**src/verilog/swc_pkg.sv**
```systemverilog
// Shared constants for the suspend and warm-up control block
package swc_pkg;
  // Register map
  localparam logic [7:0] PWR_CTRL_ADDR      = 8'h87;
  localparam logic [7:0] SUSP_KEY_ADDR      = 8'h8e;
  localparam logic [7:0] SUSP_KEY_VALUE     = 8'h55;
  localparam logic [7:0] PWR_CTRL_RST       = 8'h00;
  localparam logic [7:0] SUSP_KEY_RST       = 8'h00;
  // power_control field positions
  localparam int LIGHT_BIT = 0;
  localparam int DEEP_BIT  = 1;
  localparam int GF_LO     = 2;
  localparam int GF_HI     = 3;
  localparam int VIEW_BIT  = 6;
  // Writable mask of power_control
  localparam logic [7:0] PWR_CTRL_MASK = 8'h4f;
  // Oscillator source code that selects the external crystal
  localparam logic [3:0] OSC_SRC_XTAL = 4'he;
  // Oscillator warm-up lengths as log2 of periods
  localparam int OSC_EXP_OPT0 = 17;
  localparam int OSC_EXP_OPT1 = 14;
  localparam int OSC_EXP_OPT2 = 11;
  localparam int OSC_EXP_OPT3 = 8;
  localparam int OSC_EXP_RC   = 7;
  // Power warm-up times
  localparam int CLK_FREQ_KHZ   = 10000;
  localparam int PWR_LONG_US    = 11000;
  localparam int PWR_WDT_US     = 1000;
  localparam int PWR_WAKE_US    = 800;
  localparam int PWR_LONG_CYC   = PWR_LONG_US * CLK_FREQ_KHZ / 1000;
  localparam int PWR_WDT_CYC    = PWR_WDT_US * CLK_FREQ_KHZ / 1000;
  localparam int PWR_WAKE_CYC   = PWR_WAKE_US * CLK_FREQ_KHZ / 1000;
  // Reset and wake causes
  typedef enum logic [1:0] {
    SWC_CAUSE_FULL,
    SWC_CAUSE_WDT_AWAKE,
    SWC_CAUSE_WDT_DEEP,
    SWC_CAUSE_INT_DEEP
  } swc_cause_e;
endpackage

```
**src/verilog/swc_sync2.sv**
```systemverilog
// Two-stage synchroniser for one level
`timescale 1ns/1ps
module swc_sync2 (
  input  wire logic core_clk_i,
  input  wire logic sys_rst_i,
  input  wire logic async_i,
  output logic      sync_o
);
  logic stage1;

  // First stage feeds only the second
  always_ff @(posedge core_clk_i or posedge sys_rst_i) begin
    if (sys_rst_i) begin
      stage1 <= 1'b0;
      sync_o <= 1'b0;
    end else begin
      stage1 <= async_i;
      sync_o <= stage1;
    end
  end
endmodule // swc_sync2

```
**src/verilog/swc_down_counter.sv**
```systemverilog
// Loadable down counter with a done flag
`timescale 1ns/1ps
module swc_down_counter #(
  parameter int WIDTH = 24
) (
  input  wire logic             core_clk_i,
  input  wire logic             sys_rst_i,
  input  wire logic             load_i,
  input  wire logic [WIDTH-1:0] value_i,
  output logic                  busy_o,
  output logic                  done_o
);
  logic [WIDTH-1:0] count;

  initial begin
    if (WIDTH < 2) $error("swc_down_counter: WIDTH too small");
  end

  // Done pulses one cycle after the count reaches one
  always_ff @(posedge core_clk_i or posedge sys_rst_i) begin
    if (sys_rst_i) begin
      count  <= '0;
      busy_o <= 1'b0;
      done_o <= 1'b0;
    end else if (load_i) begin
      count  <= value_i;
      busy_o <= 1'b1;
      done_o <= 1'b0;
    end else begin
      done_o <= busy_o && (count == WIDTH'(1));
      if (busy_o) begin
        count  <= count - WIDTH'(1);
        busy_o <= (count != WIDTH'(1));
      end
    end
  end
endmodule // swc_down_counter

```
**src/verilog/swc_suspend_warmup.sv**
```systemverilog
// Suspend-mode control and warm-up sequencer top level
`timescale 1ns/1ps
module swc_suspend_warmup #(
  parameter int PWR_LONG_CYCLES = swc_pkg::PWR_LONG_CYC,
  parameter int PWR_WDT_CYCLES  = swc_pkg::PWR_WDT_CYC,
  parameter int PWR_WAKE_CYCLES = swc_pkg::PWR_WAKE_CYC,
  parameter int OSC_EXP_SCALE   = 0
) (
  input  wire logic       core_clk_i,
  input  wire logic       sys_rst_i,
  // Register port
  input  wire logic [7:0] reg_addr_i,
  input  wire logic [7:0] reg_wdata_i,
  input  wire logic       reg_write_i,
  input  wire logic       reg_read_i,
  output logic      [7:0] reg_rdata_o,
  // Instruction boundary from the CPU core
  input  wire logic       instr_done_i,
  // Events
  input  wire logic       irq_i,
  input  wire logic       pin_reset_n_i,
  input  wire logic       undervoltage_i,
  input  wire logic       watchdog_reset_i,
  input  wire logic       power_on_i,
  // Factory options
  input  wire logic       watchdog_enable_option_i,
  input  wire logic       watchdog_in_sleep_option_i,
  input  wire logic       reset_pin_option_i,
  input  wire logic [3:0] osc_source_option_i,
  input  wire logic [1:0] osc_warmup_option_i,
  input  wire logic       undervoltage_enable_option_i,
  input  wire logic       undervoltage_level_option_i,
  input  wire logic       clock_monitor_warmup_option_i,
  // Outputs
  output logic            cpu_clk_en_o,
  output logic            periph_clk_en_o,
  output logic            osc_enable_o,
  output logic            cpu_hold_o,
  output logic            watchdog_run_o,
  output logic            reset_pin_is_gpio_o,
  output logic            undervoltage_arm_o,
  output logic            undervoltage_low_level_o,
  output logic            clock_fail_monitor_en_o,
  output logic            serial_view_select_o,
  output logic            use_external_osc_o,
  output logic            cpu_reset_o
);
  localparam int CW = 24;

  initial begin
    if (PWR_LONG_CYCLES < 1 || PWR_LONG_CYCLES >= (1 << CW))
      $error("swc: PWR_LONG_CYCLES out of range");
    if (PWR_WDT_CYCLES < 1 || PWR_WAKE_CYCLES < 1)
      $error("swc: warm-up cycles must be at least one");
    if (PWR_WDT_CYCLES >= (1 << CW) || PWR_WAKE_CYCLES >= (1 << CW))
      $error("swc: warm-up cycles too large for the counter");
    if (OSC_EXP_SCALE < 0 || OSC_EXP_SCALE > 6)
      $error("swc: OSC_EXP_SCALE out of range");
  end

  typedef enum logic [2:0] {
    SWC_POWER_WARM,
    SWC_OSC_WARM,
    SWC_RUN,
    SWC_LIGHT,
    SWC_DEEP
  } swc_state_e;

  swc_state_e         state;
  swc_state_e         next_state;
  swc_pkg::swc_cause_e cause;
  swc_pkg::swc_cause_e next_cause;

  // Synchronised pins
  logic pin_rst_n_s;
  logic uv_s;
  logic irq_s;

  swc_sync2 u_sync_pin (
    .core_clk_i (core_clk_i),
    .sys_rst_i  (sys_rst_i),
    .async_i    (pin_reset_n_i),
    .sync_o     (pin_rst_n_s)
  );
  swc_sync2 u_sync_uv (
    .core_clk_i (core_clk_i),
    .sys_rst_i  (sys_rst_i),
    .async_i    (undervoltage_i),
    .sync_o     (uv_s)
  );
  swc_sync2 u_sync_irq (
    .core_clk_i (core_clk_i),
    .sys_rst_i  (sys_rst_i),
    .async_i    (irq_i),
    .sync_o     (irq_s)
  );

  // Registers
  logic [7:0] power_control;
  logic [7:0] suspend_key;
  logic       key_armed;      // key write was the last instruction
  logic       req_pending;    // request set; checked in the next cycle
  logic       pin_rst_prev;

  // Address decode
  wire wr_power_control = reg_write_i && (reg_addr_i == swc_pkg::PWR_CTRL_ADDR);
  wire wr_key  = reg_write_i && (reg_addr_i == swc_pkg::SUSP_KEY_ADDR);
  wire rd_power_control = reg_read_i && (reg_addr_i == swc_pkg::PWR_CTRL_ADDR);
  wire rd_key  = reg_read_i && (reg_addr_i == swc_pkg::SUSP_KEY_ADDR);

  // Options decode
  wire ext_osc = (osc_source_option_i == swc_pkg::OSC_SRC_XTAL);
  wire pin_rst_used = !reset_pin_option_i;
  wire pin_rst_evt  = pin_rst_used && pin_rst_prev && !pin_rst_n_s;
  wire uv_evt       = undervoltage_enable_option_i && uv_s;
  wire wdt_evt      = watchdog_enable_option_i && watchdog_reset_i;
  wire full_evt     = power_on_i || pin_rst_evt || uv_evt;
  wire any_reset    = full_evt || wdt_evt;

  // Request bits as written this cycle
  wire [7:0] power_control_wval = reg_wdata_i & swc_pkg::PWR_CTRL_MASK;
  wire req_written = wr_power_control &&
    (power_control_wval[swc_pkg::LIGHT_BIT] || power_control_wval[swc_pkg::DEEP_BIT]);
  // The request's own boundary drops the arm, so the key itself is
  // what must still stand when the pending request is checked
  wire key_ok = (suspend_key == swc_pkg::SUSP_KEY_VALUE);
  wire enter_sleep = req_pending && key_ok;
  wire deep_req    = power_control[swc_pkg::DEEP_BIT];

  // Oscillator warm-up length
  logic [4:0] osc_exp;
  always_comb begin
    if (!ext_osc) begin
      osc_exp = 5'(swc_pkg::OSC_EXP_RC);
    end else begin
      unique case (osc_warmup_option_i)
        2'h0: osc_exp = 5'(swc_pkg::OSC_EXP_OPT0);
        2'h1: osc_exp = 5'(swc_pkg::OSC_EXP_OPT1);
        2'h2: osc_exp = 5'(swc_pkg::OSC_EXP_OPT2);
        2'h3: osc_exp = 5'(swc_pkg::OSC_EXP_OPT3);
      endcase
    end
  end
  wire [4:0]    osc_exp_eff = osc_exp - 5'(OSC_EXP_SCALE);
  wire [CW-1:0] osc_len     = CW'(1) << osc_exp_eff;

  // Power warm-up length by cause
  logic [CW-1:0] pwr_len;
  always_comb begin
    unique case (next_cause)
      swc_pkg::SWC_CAUSE_FULL:      pwr_len = CW'(PWR_LONG_CYCLES);
      swc_pkg::SWC_CAUSE_WDT_AWAKE: pwr_len = CW'(PWR_WDT_CYCLES);
      swc_pkg::SWC_CAUSE_WDT_DEEP:  pwr_len = CW'(PWR_WDT_CYCLES);
      swc_pkg::SWC_CAUSE_INT_DEEP:  pwr_len = CW'(PWR_WAKE_CYCLES);
    endcase
  end

  // Counter control
  logic          cnt_load;
  logic [CW-1:0] cnt_value;
  logic          cnt_busy;
  logic          cnt_done;

  swc_down_counter #(.WIDTH(CW)) u_count (
    .core_clk_i (core_clk_i),
    .sys_rst_i  (sys_rst_i),
    .load_i     (cnt_load),
    .value_i    (cnt_value),
    .busy_o     (cnt_busy),
    .done_o     (cnt_done)
  );

  // Sequencer next state; resets override everything
  always_comb begin
    next_state = state;
    next_cause = cause;
    cnt_load   = 1'b0;
    cnt_value  = pwr_len;
    if (any_reset) begin
      next_state = SWC_POWER_WARM;
      if (full_evt)
        next_cause = swc_pkg::SWC_CAUSE_FULL;
      else if (state == SWC_DEEP)
        next_cause = swc_pkg::SWC_CAUSE_WDT_DEEP;
      else
        next_cause = swc_pkg::SWC_CAUSE_WDT_AWAKE;
      cnt_load  = 1'b1;
      cnt_value = pwr_len;
    end else begin
      unique case (state)
        SWC_POWER_WARM: if (cnt_done) begin
          if (cause == swc_pkg::SWC_CAUSE_WDT_AWAKE) begin
            next_state = SWC_RUN;
          end else begin
            next_state = SWC_OSC_WARM;
            cnt_load   = 1'b1;
            cnt_value  = osc_len;
          end
        end
        SWC_OSC_WARM: if (cnt_done) next_state = SWC_RUN;
        SWC_RUN: if (enter_sleep)
          next_state = deep_req ? SWC_DEEP : SWC_LIGHT;
        SWC_LIGHT: if (irq_s) next_state = SWC_RUN;
        SWC_DEEP: if (irq_s) begin
          next_state = SWC_POWER_WARM;
          next_cause = swc_pkg::SWC_CAUSE_INT_DEEP;
          cnt_load   = 1'b1;
          cnt_value  = pwr_len;
        end
      endcase
    end
  end

  wire waking  = (state == SWC_LIGHT || state == SWC_DEEP) && irq_s;
  wire warm_end = (next_state == SWC_RUN) &&
                  (state == SWC_POWER_WARM || state == SWC_OSC_WARM);
  wire hw_clear = any_reset || waking || warm_end;

  // Sequence check: key write must be the instruction right before
  wire next_key_armed = wr_key ? (reg_wdata_i == swc_pkg::SUSP_KEY_VALUE)
                      : (instr_done_i ? 1'b0 : key_armed);

  // Edge memory starts low: the pin synchroniser also leaves reset low
  // State and sequence flops
  always_ff @(posedge core_clk_i or posedge sys_rst_i) begin
    if (sys_rst_i) begin
      state        <= SWC_POWER_WARM;
      cause        <= swc_pkg::SWC_CAUSE_FULL;
      key_armed    <= 1'b0;
      req_pending  <= 1'b0;
      pin_rst_prev <= 1'b0;
    end else begin
      state        <= next_state;
      cause        <= next_cause;
      pin_rst_prev <= pin_rst_n_s;
      key_armed    <= hw_clear ? 1'b0 : next_key_armed;
      req_pending  <= hw_clear ? 1'b0 :
                      (req_written && key_armed) ? 1'b1 :
                      enter_sleep ? 1'b0 : req_pending;
    end
  end

  // Key register; cleared on wake, reset or a broken sequence
  always_ff @(posedge core_clk_i or posedge sys_rst_i) begin
    if (sys_rst_i) begin
      suspend_key <= swc_pkg::SUSP_KEY_RST;
    end else if (hw_clear) begin
      suspend_key <= swc_pkg::SUSP_KEY_RST;
    end else if (wr_key) begin
      suspend_key <= reg_wdata_i;
    end else if (instr_done_i && key_armed && !req_written) begin
      suspend_key <= swc_pkg::SUSP_KEY_RST;
    end
  end

  // Power control; request bit without the key is dropped
  always_ff @(posedge core_clk_i or posedge sys_rst_i) begin
    if (sys_rst_i) begin
      power_control <= swc_pkg::PWR_CTRL_RST;
    end else if (any_reset) begin
      power_control <= swc_pkg::PWR_CTRL_RST;
    end else if (wr_power_control) begin
      power_control <= power_control_wval;
      if (!key_armed) begin
        power_control[swc_pkg::LIGHT_BIT] <= 1'b0;
        power_control[swc_pkg::DEEP_BIT]  <= 1'b0;
      end
    end else if (waking || warm_end) begin
      power_control[swc_pkg::LIGHT_BIT] <= 1'b0;
      power_control[swc_pkg::DEEP_BIT]  <= 1'b0;
    end
  end

  // Read data valid in the cycle after the strobe only
  wire [7:0] rd_mux = rd_power_control ? power_control :
                      rd_key  ? suspend_key : 8'h00;

  wire in_warm = (next_state == SWC_POWER_WARM) ||
                 (next_state == SWC_OSC_WARM);
  wire n_deep  = (next_state == SWC_DEEP);
  wire n_light = (next_state == SWC_LIGHT);

  // Registered outputs
  always_ff @(posedge core_clk_i or posedge sys_rst_i) begin
    if (sys_rst_i) begin
      reg_rdata_o              <= 8'h00;
      cpu_clk_en_o             <= 1'b0;
      periph_clk_en_o          <= 1'b0;
      osc_enable_o             <= 1'b1;
      cpu_hold_o               <= 1'b1;
      watchdog_run_o           <= 1'b0;
      reset_pin_is_gpio_o      <= 1'b0;
      undervoltage_arm_o       <= 1'b0;
      undervoltage_low_level_o <= 1'b0;
      clock_fail_monitor_en_o  <= 1'b0;
      serial_view_select_o     <= 1'b0;
      use_external_osc_o       <= 1'b0;
      cpu_reset_o              <= 1'b1;
    end else begin
      reg_rdata_o     <= rd_mux;
      cpu_clk_en_o    <= !in_warm && !n_light && !n_deep;
      periph_clk_en_o <= !in_warm && !n_deep;
      osc_enable_o    <= !n_deep;
      cpu_hold_o      <= in_warm;
      cpu_reset_o     <= in_warm &&
                         (next_cause != swc_pkg::SWC_CAUSE_INT_DEEP);
      watchdog_run_o  <= watchdog_enable_option_i &&
                         (!n_deep || watchdog_in_sleep_option_i);
      reset_pin_is_gpio_o      <= reset_pin_option_i;
      undervoltage_arm_o       <= undervoltage_enable_option_i;
      undervoltage_low_level_o <= undervoltage_level_option_i;
      clock_fail_monitor_en_o  <= !in_warm ||
                                  clock_monitor_warmup_option_i;
      serial_view_select_o <= power_control[swc_pkg::VIEW_BIT];
      use_external_osc_o   <= ext_osc;
    end
  end
endmodule // swc_suspend_warmup

```
**config.mk**
```make
export PLATFORM = sky130hd
export DESIGN_NAME = swc_suspend_warmup
export DESIGN_NICKNAME = d
export VERILOG_FILES = /design/src/verilog/swc_pkg.sv /design/src/verilog/swc_sync2.sv /design/src/verilog/swc_down_counter.sv /design/src/verilog/swc_suspend_warmup.sv
export SDC_FILE = /design/constraint.sdc
export NUM_CORES = 1
export LEC_CHECK = 0
export ABC_CLOCK_PERIOD_IN_PS = 3100
export BUFFER_PORTS_ARGS = -buffer_cell sky130_fd_sc_hd__buf_2
export CAP_MARGIN = 30
export CORE_UTILIZATION = 35
export DETAILED_ROUTE_END_ITERATION = 10
export PLACE_DENSITY = 0.61
export SLEW_MARGIN = 30
export SYNTH_ARGS = -nofsm -noshare
export SYNTH_HDL_FRONTEND = slang
export SYNTH_SLANG_ARGS = --single-unit
export TNS_END_PERCENT = 30
```
**constraint.sdc**
```tcl
create_clock -name core_clk_i -period 3.1 [get_ports core_clk_i]
set_input_delay 0.31 -clock core_clk_i [delete_from_list [all_inputs] [get_ports core_clk_i]]
set_output_delay 0.31 -clock core_clk_i [all_outputs]
set_load 0.05 [all_outputs]
```
# == Word level (Yosys, flattened, before mapping) ==
# Cells that the tools add are included.
# word_totals
ff_bits,76
in_bits,38
# classes
eq_ne,23
shift,1
n_reduce_logical,50
mux,47
add_sub_neg,1
# ops
op,count
2-to-1 mux 24 bit,6
case mux 24 bit (3 select lines),1
2-to-1 mux 8 bit,6
"equality test 24 x 1 -> 1 bit, second input constant",1
"inequality test 24 x 1 -> 1 bit, second input constant",1
"left shift 1 x 5 -> 24 bit, first input constant",1
"subtractor 24 x 1 -> 24 bit, second input constant",1
logical AND 1 bit,21
2-to-1 mux 3 bit,7
case mux 5 bit (4 select lines),1
2-to-1 mux 2 bit,9
"equality test 8 x 7 -> 1 bit, second input constant",2
"equality test 8 bit, second input constant",2
case mux 3 bit (5 select lines),1
2-to-1 mux 1 bit,13
"equality test 3 x 2 -> 1 bit, second input constant",4
logical OR 1 bit,12
nonzero test 3 bit,4
"equality test 2 bit, second input constant",4
"equality test 2 x 1 -> 1 bit, second input constant",3
"equality test 3 x 1 -> 1 bit, second input constant",2
"equality test 3 bit, second input constant",2
zero test 1 bit,6
zero test 3 bit,2
other kinds (8),10

# == Longest topological paths before layout ==
# Gate-level depths: netlist (run 1).
# logic_depth
word_depth,15
ltp_mapped,10

# == Cells and area by module ==
# Synthesis (run 1) repeated with hierarchy kept, for this count alone.
# unflattened
cells_unflattened,392
area_unflattened_um2,3837.4
# modules_own_cells
mod,cells_each,area_each_um2,n_inst
swc_suspend_warmup,219,2162.1,1
swc_down_counter,164,1514.0,1
swc_sync2,3,53.8,3

# == Worst setup path before layout (run 1) ==
# No wires, ideal clock.
# synth_path
path_type,register to register
from,reg u_count.count[0]
to,reg u_count.count[20]
required_time_ns,2.968
t_arrival_ns,1.872
path_buffers,0
setup_slack_ns,1.096
stages_incl_launch_ff,9
synth_period_minus_slack_ns,2.004
path_cell_list,dfrtp_1 > inv_1 > ha_1 > or3b_1 > nor3_2 > nand4_1 > nor4_1 > xnor2_1 > nor2_1
# synth_via
elab_chain_cells,3
# synth_rtl
element,line,rtl
from (decl),swc_down_counter.sv:13,logic [WIDTH-1:0] count;
from (signal assigned),swc_down_counter.sv:26,count <= value_i;
from (signal assigned),swc_down_counter.sv:32,count <= count - WIDTH'(1);
subtractor 24 x 1 -> 24 bit,swc_down_counter.sv:32,
2-to-1 mux 24 bit,swc_down_counter.sv:31,if (busy_o) begin
2-to-1 mux 24 bit,swc_down_counter.sv:25,end else if (load_i) begin
# No other way between the ends. The select of a mux whose other input is x is not followed.
# A chain may end at the register's enable or synchronous reset.

# == Final worst setup path (run 1) ==
# layout_path
from,reg u_sync_uv.sync_o
to,reg u_count.count[23]
# layout_via
elab_chain_cells,5
# layout_rtl
element,line,rtl
from (decl),swc_sync2.sv:7,output logic sync_o
from (signal assigned),swc_sync2.sv:18,sync_o <= stage1;
logical AND 1 bit *,swc_suspend_warmup.sv:115,wire uv_evt = undervoltage_enable_option_i && uv_s;
logical OR 1 bit *,swc_suspend_warmup.sv:117,wire full_evt = power_on_i || pin_rst_evt || uv_evt;
logical OR 1 bit *,swc_suspend_warmup.sv:118,wire any_reset = full_evt || wdt_evt;
2-to-1 mux 24 bit or 2-to-1 mux 1 bit (tied branches),swc_suspend_warmup.sv:179,if (any_reset) begin
2-to-1 mux 24 bit or nonzero test 2 bit (tied branches),-,
# Mark *: on every way between the ends. The rest lies on a longest branch, timed or not.

==> results by group, run 1 <==
Floorplan
  – DIE HEIGHT: 103.7 um
  – # IOs: 58
  – Die X: 103.7 um
  – Starting Density: 36.55%
  – Die area: 10,760 sq um
  – Row count: 36
  – Core box area: 9910 sq um

Worst setup path
  – R2r startpoint: u_sync_uv.sync_o
  – Critical Path AT: 2.59 ns
  – R2r worst-path depth: 6
  – RR Endpoint: u_count.count[23]
  – Worst setup SP type: flop
  – Req. time, crit path: 3.39 ns
  – Crit Path Max Fanout: 9
  – Worst Setup End Kind: flop
  – WS Path Type: flop to flop
  – Flop2flop setup slack: 0.80 ns

STA
  – Final WS setup: 0.8001 ns
  – Skew final: 0.008217 ns
  – Post-route minimum period: 2.300 ns
  – Final slew viol count: 0
  – Max Fclk: 0.4348 GHz
  – Hold_ws: 0.06759 ns
  – Final setup TNS: 0 ns
  – RSZ-0062 raised after global routing: no
  – Setup violations, final: 0
  – Worst Tran Pin Value: 0.8004 ns
  – Final hold vios: 0
  – Fin crit share: 74.19%
  – Slew headroom: 46.56%

Global route
  – Overflow left after global routing: 0
  – Number of global-route vias before repair: 2,934
  – First-pass GRT wire length: 14,320 um
  – Largest net degree at the start of global routing: 39
  – Antenna violations before repair: 0
  – Total track usage: 16.61%

Synthesis
  – Synth Flop Type: dfrtp_1
  – Synth Cell Area: 3622 sq um
  – Seq/Total Area, Yosys: 50.54%
  – Flip-flop and latch count after synthesis: 73
  – Synth cell count leaders: dfrtp_1, nor2_1, nand2_1
  – Yosys cell types: 57
  – Top cell type's share of synthesized area: 48.36%
  – Leading area contributor after synthesis: dfrtp_1
  – Syn Inst Count: 373
  – Syn nets: 419
  – Most frequent cell after synthesis: dfrtp_1
  – Area contributors post-synth: dfrtp_1, nor2_1, nand2_1, ha_1, o21ai_0
  – Yosys Warn Count: 0
  – Post-synth EDFFs: 0
  – Syn avg cell area: 9.711 sq um
  – Ys async rst share: 100.0%

Route
  – DRC: 0
  – DRT iter0 DRCs: 184
  – DR pass1 iterations: 4
  – Drt wl/cell: 14.62 um
  – Vias: 2,991
  – Routed Antenna Nets: 0
  – Drt total wl: 8435 um
  – Vias per cell: 5.184

Min path
  – Hold Path Stages: 1
  – Hold Path Origin: irq_i
  – Hold endpoint: u_sync_irq.stage1
  – Hold WC Path Type: primary input to flop

Placed design
  – IO buf count: 57
  – Hpwl dp: 6226 um
  – Setup Slack @ Placement: 0.7431 ns
  – GP Congestion: 0.8821

Finish
  – Final core utilization: 43.52%
  – Ant diodes: 0
  – P&R area growth vs syn: 19.07%
  – Nets: 485
  – Proportion of layout cells with a drive suffix above 1: 20.95%

Clocking
  – Root cell of the clock tree: clkbuf_8
  – CTS tree: yes
  – Hold Buf Count CTS: 0
  – CTS resizes: 0
  – Total setup buffers inserted after CTS: 0
  – Clock Tree Buf Depth: 2
  – CTS buffer count: 9
  – Worst-path clk slew: 0.08 ns
  – Clock Sinks: 73
  – Clock latency on the worst-skew pair: 0.35 ns
  – CTS H-tree lvls: 3

Power and ir drop
  – VDD IR-drop max: 0.1967 mV
  – Leakage power: 0.001906 uW
  – Power per cell area: 469.9 nW/um^2

Outcome
  – Status: finished clean

Job
  – Max Cap Violations: 0
where the power goes:
part	internal, uW	switching, uW	leakage [uW]	total [uW]
combinational	73.8	115	0.000861	189
clock	474	360	0.000113	835
sequential	978	25.0	0.000931	1000
worst max-delay path by stage:
stage                                            start  slack [ns]                end
final                                 u_sync_uv.sync_o        0.80  u_count.count[23]
after detailed placement  undervoltage_enable_option_i        0.74  u_count.count[15]
after floorplan                              sys_rst_i        0.94           cause[0]
after CTS                             u_sync_uv.sync_o        0.79  u_count.count[23]
after global routing                  u_sync_uv.sync_o        0.51  u_count.count[15]
after global placement    undervoltage_enable_option_i        0.73  u_count.count[23]
flip-flops by register name, summed over array words and instances (netlist names), 2 cells and up:
name / count
power_control: 5
cause: 2
suspend_key: 8
reg_rdata_o: 8
state: 3
u_count.count: 24
placed cells by master (no fill, tap or decap), types with 3 or more instances in the layout:
master / synthesis / routed
nor3b_1: 4 / 4
ha_1: 8 / 8
nor4_1: 6 / 6
nor4bb_1: 4 / 4
nand2b_1: 3 / 3
o21ai_0: 20 / 20
or3_1: 6 / 6
o221ai_1: 3 / 3
a2bb2oi_1: 3 / 3
a21oi_1: 15 / 15
dfstp_2: 3 / 3
inv_1: 18 / 17
a22o_1: 6 / 6
nand3_1: 14 / 14
xor2_1: 3 / 3
o211ai_1: 3 / 3
buf_4: 0 / 7
and3_1: 5 / 5
xnor2_1: 6 / 6
nor2b_1: 6 / 6
nand2_1: 28 / 28
nor3_1: 16 / 16
buf_2: 0 / 57
nor2_1: 53 / 53
dfrtp_1: 70 / 70
nand4_1: 4 / 4
a22oi_1: 9 / 9
clkbuf_8: 0 / 10
mux2i_1: 4 / 4
and2_1: 6 / 6
kinds of logic after synthesis:
logic type,share of synthesized area (%)
and+or+nand+nor,24.39
AOI/OAI and AO/OA,16.13
DFF,50.54
buffers and inverters,2.901
xor gates and xnor gates,2.176
adders and majority gates,2.763
muxes,1.105
layout make-up:
cell class / instances / area [sq um]
clock buffer: 11 / 141.4
multi-input combinational: 272 / 1687
fill: 989 / 5597
timing repair buffer: 64 / 337.8
clock inverter: 5 / 78.83
tap: 133 / 166.4
sequential: 73 / 1831
inverter: 19 / 71.32
critical path: stages (launching register included):
cell and delay, ns:
dfrtp_1 0.36, a21oi_1 0.21, nand3_1 0.31, nor2_1 0.58
nand3_1 0.32, o221ai_1 0.26, o221a_2 0.21
per-stage QoR:
stage	instances	cell area, sq um	power (uW)
finish	577	4313	2027
global route	577	4313	2114
CTS	577	4313	2042
detailed placement	561	4093	1211
global placement	561	4093	1208
floorplan	373	3622	1137
per-layer routing:
metal	part of all wire, %	vias up	wire (um)	global-route usage [%]
li1	-	1480	-	-
met1	47	1403	3964	21.72
met2	47	99	3953	26.89
met3	4.9	9	412	3.398
met4	1.2	0	104	6.735
met5	0	-	0	0
No activity file was read; power rests on OpenSTA's default activity.
==> run 2: changes to the inputs <==
Settings changed: ABC_CLOCK_PERIOD_IN_PS 3100 to 2000, PLACE_DENSITY 0.61 to 0.63.
Clock period 3.1 ns to 2 ns, I/O delays scaled along.
==> run 2 against run 1 <==
Critical path depth stayed put. Maximum frequency is 17% higher. Global-route usage is 0.54 points higher. Largest power group unchanged. Via count is 8.3% higher. Critical path type unchanged.
==> results by group, run 2 (synthesized netlist as in run 1, its figures left out) <==
STA
  – Final hold vios: 0 (unchanged)
  – Final slew viol count: 0 (unchanged)
  – Setup violations, final: 0 (unchanged)
  – Slew headroom: 59.34% (+13 points)
  – Skew final: 0.008563 ns (+0.0003457 ns)
  – Worst Tran Pin Value: 0.6086 ns (-0.1918 ns)
  – Final WS setup: 0.04180 ns (-0.7583 ns)
  – Post-route minimum period: 1.958 ns (-0.3417 ns)
  – Fin crit share: 97.91% (+24 points)
  – RSZ-0062 raised after global routing: yes
  – Max Fclk: 0.5107 GHz (+17%)

Power and ir drop
  – Power per cell area: 607.6 nW/um^2 (+29%)
  – Leakage power: 0.002161 uW (+13%)
  – VDD IR-drop max: 0.4079 mV (+110%)

Min path
  – Hold WC Path Type: primary input to flop

Outcome
  – Status: finished clean

Worst setup path
  – Worst Setup End Kind: flop
  – WS Path Type: flop to flop
  – Cell family with most CP delay: simple AND/OR/NAND/NOR gates
  – Worst stage delay on the critical path: 0.57 ns (about the same)
  – Req. time, crit path: 2.24 ns (-1.15 ns)
  – Worst setup SP type: flop
  – Crit Path Max Fanout: 5 (-4)
  – WP buf/inv: 1 (+1)
  – Critical Path AT: 2.19 ns (-0.40 ns)
  – Crit-path cells: or4_4, nand4bb_1, buf_4, nor2_4, a41oi_2, o221a_2
  – Slowest CP cell: or4_4

Finish
  – Reg with most FFs: u_count.count
  – Most common cell after layout, fill and taps aside: dfrtp_1
  – Nets: 536 (+11%)
  – Filler-free cell count of the finished design: 628 (+8.8%)
  – Most frequent cells in the layout: dfrtp_1, buf_2, buf_4
  – Proportion of layout cells with a drive suffix above 1: 34.55% (+14 points)
  – Ant diodes: 0 (unchanged)
  – P&R area growth vs syn: 34.51%
  – Largest regs: u_count.count (24), reg_rdata_o (8), suspend_key (8)
  – Fillers: 918 (-7.2%)
  – Max FFs per register: 24 (unchanged)

Clocking
  – Clock Tree Buf Depth: 2 (unchanged)
  – Root cell of the clock tree: clkbuf_8
  – Clock latency on the worst-skew pair: 0.35 ns (about the same)
  – Worst-path clk slew: 0.07 ns (about the same)
  – CTS buffer count: 9 (unchanged)
  – CTS tree: yes
  – Clock Sinks: 73 (unchanged)
  – CTS H-tree lvls: 3 (unchanged)

Global route
  – First-pass GRT wire length: 14,960 um (+4.4%)
  – Number of global-route vias before repair: 3,214 (+9.5%)
  – Overflow left after global routing: 0 (unchanged)
  – Largest net degree at the start of global routing: 48 (+23%)
  – Total track usage: 17.15% (+0.54 points)
  – Antenna violations before repair: 0 (unchanged)

Floorplan
  – Die X: 103.7 um (unchanged)
  – Starting Density: 36.55% (unchanged)
  – DIE HEIGHT: 103.7 um (unchanged)
  – Row count: 36 (unchanged)
  – Die area: 10,760 sq um (unchanged)
  – Core box area: 9910 sq um (unchanged)
  – # IOs: 58 (unchanged)

Placed design
  – Cell count after placement: 603 (+7.5%)
  – Setup Slack @ Placement: -0.07812 ns (-0.8212 ns)
  – IO buf count: 57 (unchanged)
  – GP Congestion: 0.9067 (+2.8%)
  – Hpwl dp: 6649 um (+6.8%)

Route
  – Routed Antenna Nets: 0 (unchanged)
  – DRT iter0 DRCs: 127 (-31%)
  – DRC: 0 (unchanged)
  – Vias per cell: 5.156 (-0.53%)
  – Vias: 3,238 (+8.3%)
  – Drt wl/cell: 14.47 um (-1.0%)
  – DR pass1 iterations: 4 (unchanged)
  – Drt total wl: 9088 um (+7.7%)

Job
  – Max Cap Violations: 0 (unchanged)
run 2: cell types whose count changed in the layout (fill, tap and decap cells not counted), sizes merged:
cell	change
buf	+44
bufinv	-2
clkinvlp	+2
dlygate4sd3	+7
run 2: per-layer routing:
metal	global-route usage [%]	part of all wire, %	vias to the layer above	wire (um)
li1	-	-	1579	-
met1	21.46	44	1543	4019
met2	28.14	48	99	4358
met4	6.224	1.8	0	168
met3	4.972	6.0	17	542
met5	0	0	-	0
run 2: final timing paths:
path | startpoint | to | cells after the start | slack, ns
worst min register to register | u_sync_uv.stage1 | u_sync_uv.sync_o | 0 | 0.35
worst min-delay path | clock_monitor_warmup_option_i | clock_fail_monitor_en_o | 2 | 0.04
worst max register to register | u_count.count[12] | u_count.count[23] | 6 | 0.04
max in group asynchronous | sys_rst_i | u_count.count[9] | 4 | 0.90
worst max-delay path | u_count.count[12] | u_count.count[23] | 6 | 0.04
min in group asynchronous | sys_rst_i | cpu_clk_en_o | 3 | 0.47
run 2: metrics by stage:
step / area (sq um) / hold slack [ns] / utilization [%] / TNS [ns] / total power [uW]
after floorplan: 3626 / 0.2314 / - / -0.003821 / 1763
after CTS: 4708 / 0.02801 / 47.51 / -0.02130 / 2969
after global placement: 4437 / 0.3006 / 44.77 / -0.02469 / 1906
after detailed placement: 4437 / 0.3032 / 44.77 / -0.2123 / 1915
final: 4872 / 0.04406 / 49.17 / 0 / 2961
after global routing: 4872 / 0.02977 / 49.17 / -0.3244 / 3105
run 2: layout make-up:
class	count	area, sq um	share of cell area (%)
Clock buffer	11	141.4	2.902
Clock inverter	5	31.28	0.6420
Inverter	19	77.57	1.592
Multi-Input combinational cell	272	1862	38.21
Sequential cell	73	1831	37.57
Tap cell	133	166.4	3.416
Timing Repair Buffer	115	763.2	15.67
run 2: where the power goes:
part	internal (uW)	total, uW	switching [uW]
clock	482	1030	543
combinational	175	387	211
sequential	1520	1550	32.1
total	2170	2960	787
run 2: repair_timing:
action / CTS / global route
buffers inserted: 0 / 2
hold buffers: 7 / 0
hold endpoints to repair: 29 / 0
gates resized for setup: 9 / 38
pin swaps: 0 / 12
setup endpoints to repair: 9 / 19
==> run 3: changes to the inputs <==
Settings changed: SETUP_SLACK_MARGIN set to 0.2.
==> run 3 against run 2 <==
Sequential share of layout area is 2.7 points lower. Non-clock buffer count rose by 12. Utilization increased by 3.8 points. Final cell count rose by 1.9%. Maximum frequency decreased by 1.6%. Via count up 3.7%. Combinational power rose by 13%. Critical path depth increased by 1. Clock power is essentially flat. Wire length up 7.2%. Clock-buffer cell count is the same. Register-to-register slack got worse by 0.03 ns. Largest power group unchanged.
==> results by group, run 3 (synthesized netlist as in run 1, its figures left out) <==
Global route
  – Largest net degree at the start of global routing: 48 (unchanged)
  – Number of global-route vias before repair: 3,307 (+2.9%)
  – First-pass GRT wire length: 15,420 um (+3.1%)
  – Total track usage: 17.73% (+0.58 points)
  – Overflow left after global routing: 0 (unchanged)
  – Antenna violations before repair: 0 (unchanged)

Floorplan
  – Starting Density: 36.55% (unchanged)
  – Die area: 10,760 sq um (unchanged)
  – Core box area: 9910 sq um (unchanged)
  – Row count: 36 (unchanged)
  – DIE HEIGHT: 103.7 um (unchanged)
  – # IOs: 58 (unchanged)
  – Die X: 103.7 um (unchanged)

Placed design
  – Hpwl dp: 6649 um (unchanged)
  – IO buf count: 57 (unchanged)
  – Cell count after placement: 603 (unchanged)
  – GP Congestion: 0.9067 (unchanged)
  – Setup Slack @ Placement: -0.07812 ns (unchanged)
  – Placed cell area: 4437 sq um (unchanged)

Finish
  – Ant diodes: 0 (unchanged)
  – Design Area, Final: 5250 sq um (+7.8%)
  – P&R area growth vs syn: 44.94%
  – Fillers: 862 (-6.1%)
  – Filler-free cell count of the finished design: 640 (+1.9%)
  – Most common cell after layout, fill and taps aside: dfrtp_1
  – Reg with most FFs: u_count.count
  – Largest regs: u_count.count (24), reg_rdata_o (8), suspend_key (8)
  – Max FFs per register: 24 (unchanged)
  – Most frequent cells in the layout: dfrtp_1, buf_2, buf_4
  – Nets: 548 (+2.2%)
  – Proportion of layout cells with a drive suffix above 1: 42.60% (+8.1 points)

Power and ir drop
  – Leakage power: 0.002301 uW (+6.5%)
  – Sequential share of power: 51.3% (-1.0 points)
  – VDD IR-drop max: 0.3978 mV (-2.5%)
  – Switching Fraction: 27.15% (+0.57 points)
  – Net switching power: 820.5 uW (+4.3%)
  – Int Pwr: 2202 uW (+1.3%)
  – Power per cell area: 575.7 nW/um^2 (-5.3%)
  – Clock power frac: 34.2% (-0.4 points)
  – Comb pwr share: 14.5% (+1.4 points)

Clocking
  – Clock Sinks: 73 (unchanged)
  – Clock Tree Buf Depth: 2 (unchanged)
  – CTS tree: yes
  – CTS buffer count: 9 (unchanged)
  – Root cell of the clock tree: clkbuf_8
  – Worst-path clk slew: 0.08 ns (about the same)
  – Clock latency on the worst-skew pair: 0.35 ns (about the same)
  – CTS H-tree lvls: 3 (unchanged)

Route
  – Routed Antenna Nets: 0 (unchanged)
  – Vias per cell: 5.245 (+1.7%)
  – Drt wl/cell: 15.22 um (+5.2%)
  – DRT iter0 DRCs: 119 (-6.3%)
  – Drt total wl: 9741 um (+7.2%)
  – DR pass1 iterations: 4 (unchanged)
  – Vias: 3,357 (+3.7%)
  – DRC: 0 (unchanged)

STA
  – Final slew viol count: 0 (unchanged)
  – Max Fclk: 0.5025 GHz (-1.6%)
  – Final setup TNS: 0 ns (unchanged)
  – Slew headroom: 58.82% (-0.52 points)
  – Setup violations, final: 0 (unchanged)
  – Worst Tran Pin Value: 0.6164 ns (+0.007721 ns)
  – RSZ-0062 raised after global routing: yes
  – Hold_ws: 0.03799 ns (-0.006068 ns)
  – Final hold vios: 0 (unchanged)
  – Final WS setup: 0.009952 ns (-0.03185 ns)
  – Post-route minimum period: 1.990 ns (+0.03185 ns)
  – Skew final: 0.009871 ns (+0.001308 ns)
  – Fin crit share: 99.50% (+1.6 points)

Worst setup path
  – R2r startpoint: u_count.count[1]
  – WS Path Type: flop to flop
  – Critical Path AT: 2.28 ns (+0.09 ns)
  – Crit. Startpoint: u_count.count[1]
  – Req. time, crit path: 2.29 ns (+0.05 ns)
  – R2r worst-path depth: 7 (+1)
  – Setup crit end: u_count.count[18]
  – RR Endpoint: u_count.count[18]
  – Worst setup SP type: flop
  – Flop2flop setup slack: 0.01 ns (-0.03 ns)
  – Crit Path Max Fanout: 4 (-1)
  – Worst Setup End Kind: flop

Outcome
  – Status: finished clean

Min path
  – Hold WC Path Type: primary input to flop

Job
  – Max Cap Violations: 0 (unchanged)
## run 3: area by class of cell
| cell class | instances | area, sq um | share of cell area, % |
|---|---|---|---|
| tap | 133 | 166.4 | 3.170 |
| clock inverter | 5 | 31.28 | 0.5958 |
| timing repair buffer | 127 | 898.4 | 17.11 |
| clock buffer | 11 | 141.4 | 2.693 |
| sequential | 73 | 1831 | 34.87 |
| inverter | 19 | 75.07 | 1.430 |
| multi-input combinational | 272 | 2107 | 40.13 |
## run 3: critical path, cell delays in order (launching register included)
cell	delay, ns
dfrtp_1	0.39
inv_2	0.08
ha_4	0.13
or3b_4	0.39
nor3_4	0.16
nand4_1	0.24
or3_1	0.39
a21oi_2	0.14
## run 3: worst min-delay path by stage
stage	start	cells after the start	end
finish	clock_monitor_warmup_option_i	2	clock_fail_monitor_en_o
detailed placement	sys_rst_i	2	cpu_clk_en_o
CTS	clock_monitor_warmup_option_i	2	clock_fail_monitor_en_o
global placement	sys_rst_i	2	power_control[0]
global route	clock_monitor_warmup_option_i	2	clock_fail_monitor_en_o
floorplan	reset_pin_option_i	0	reset_pin_is_gpio_o
## run 3: timing repair
action / in CTS / in global routing
hold endpoints to repair: 29 / 0
hold buffers: 7 / 0
setup buffers: 11 / 3
pin swaps: 15 / 30
resized for setup: 48 / 68
endpoints found under the setup margin: 27 / 42
## run 3: power by group through the flow
| stage | clock (uW) | combinational, uW | sequential (uW) |
|---|---|---|---|
| floorplan | 0 | 170 | 1590 |
| global placement | 0 | 334 | 1570 |
| detailed placement | 0 | 343 | 1570 |
| CTS | 1060 | 397 | 1550 |
| global route | 1130 | 474 | 1560 |
| finish | 1030 | 439 | 1550 |
## run 3: metrics by stage
step	util [%]	power (uW)
6_report	52.98	3022
5_1_grt	52.98	3159
4_1_cts	49.71	3006
3_5_place_dp	44.77	1915
3_3_place_gp	44.77	1906
2_1_floorplan	-	1763
## run 3: routing by layer
metal  GRT usage, %  share of wire, %  vias up
met4          6.327               1.9        0
met3          5.035               5.2       20
met5              0                 0        -
met2          29.39                49      104
li1               -                 -     1598
met1          22.05                43     1635
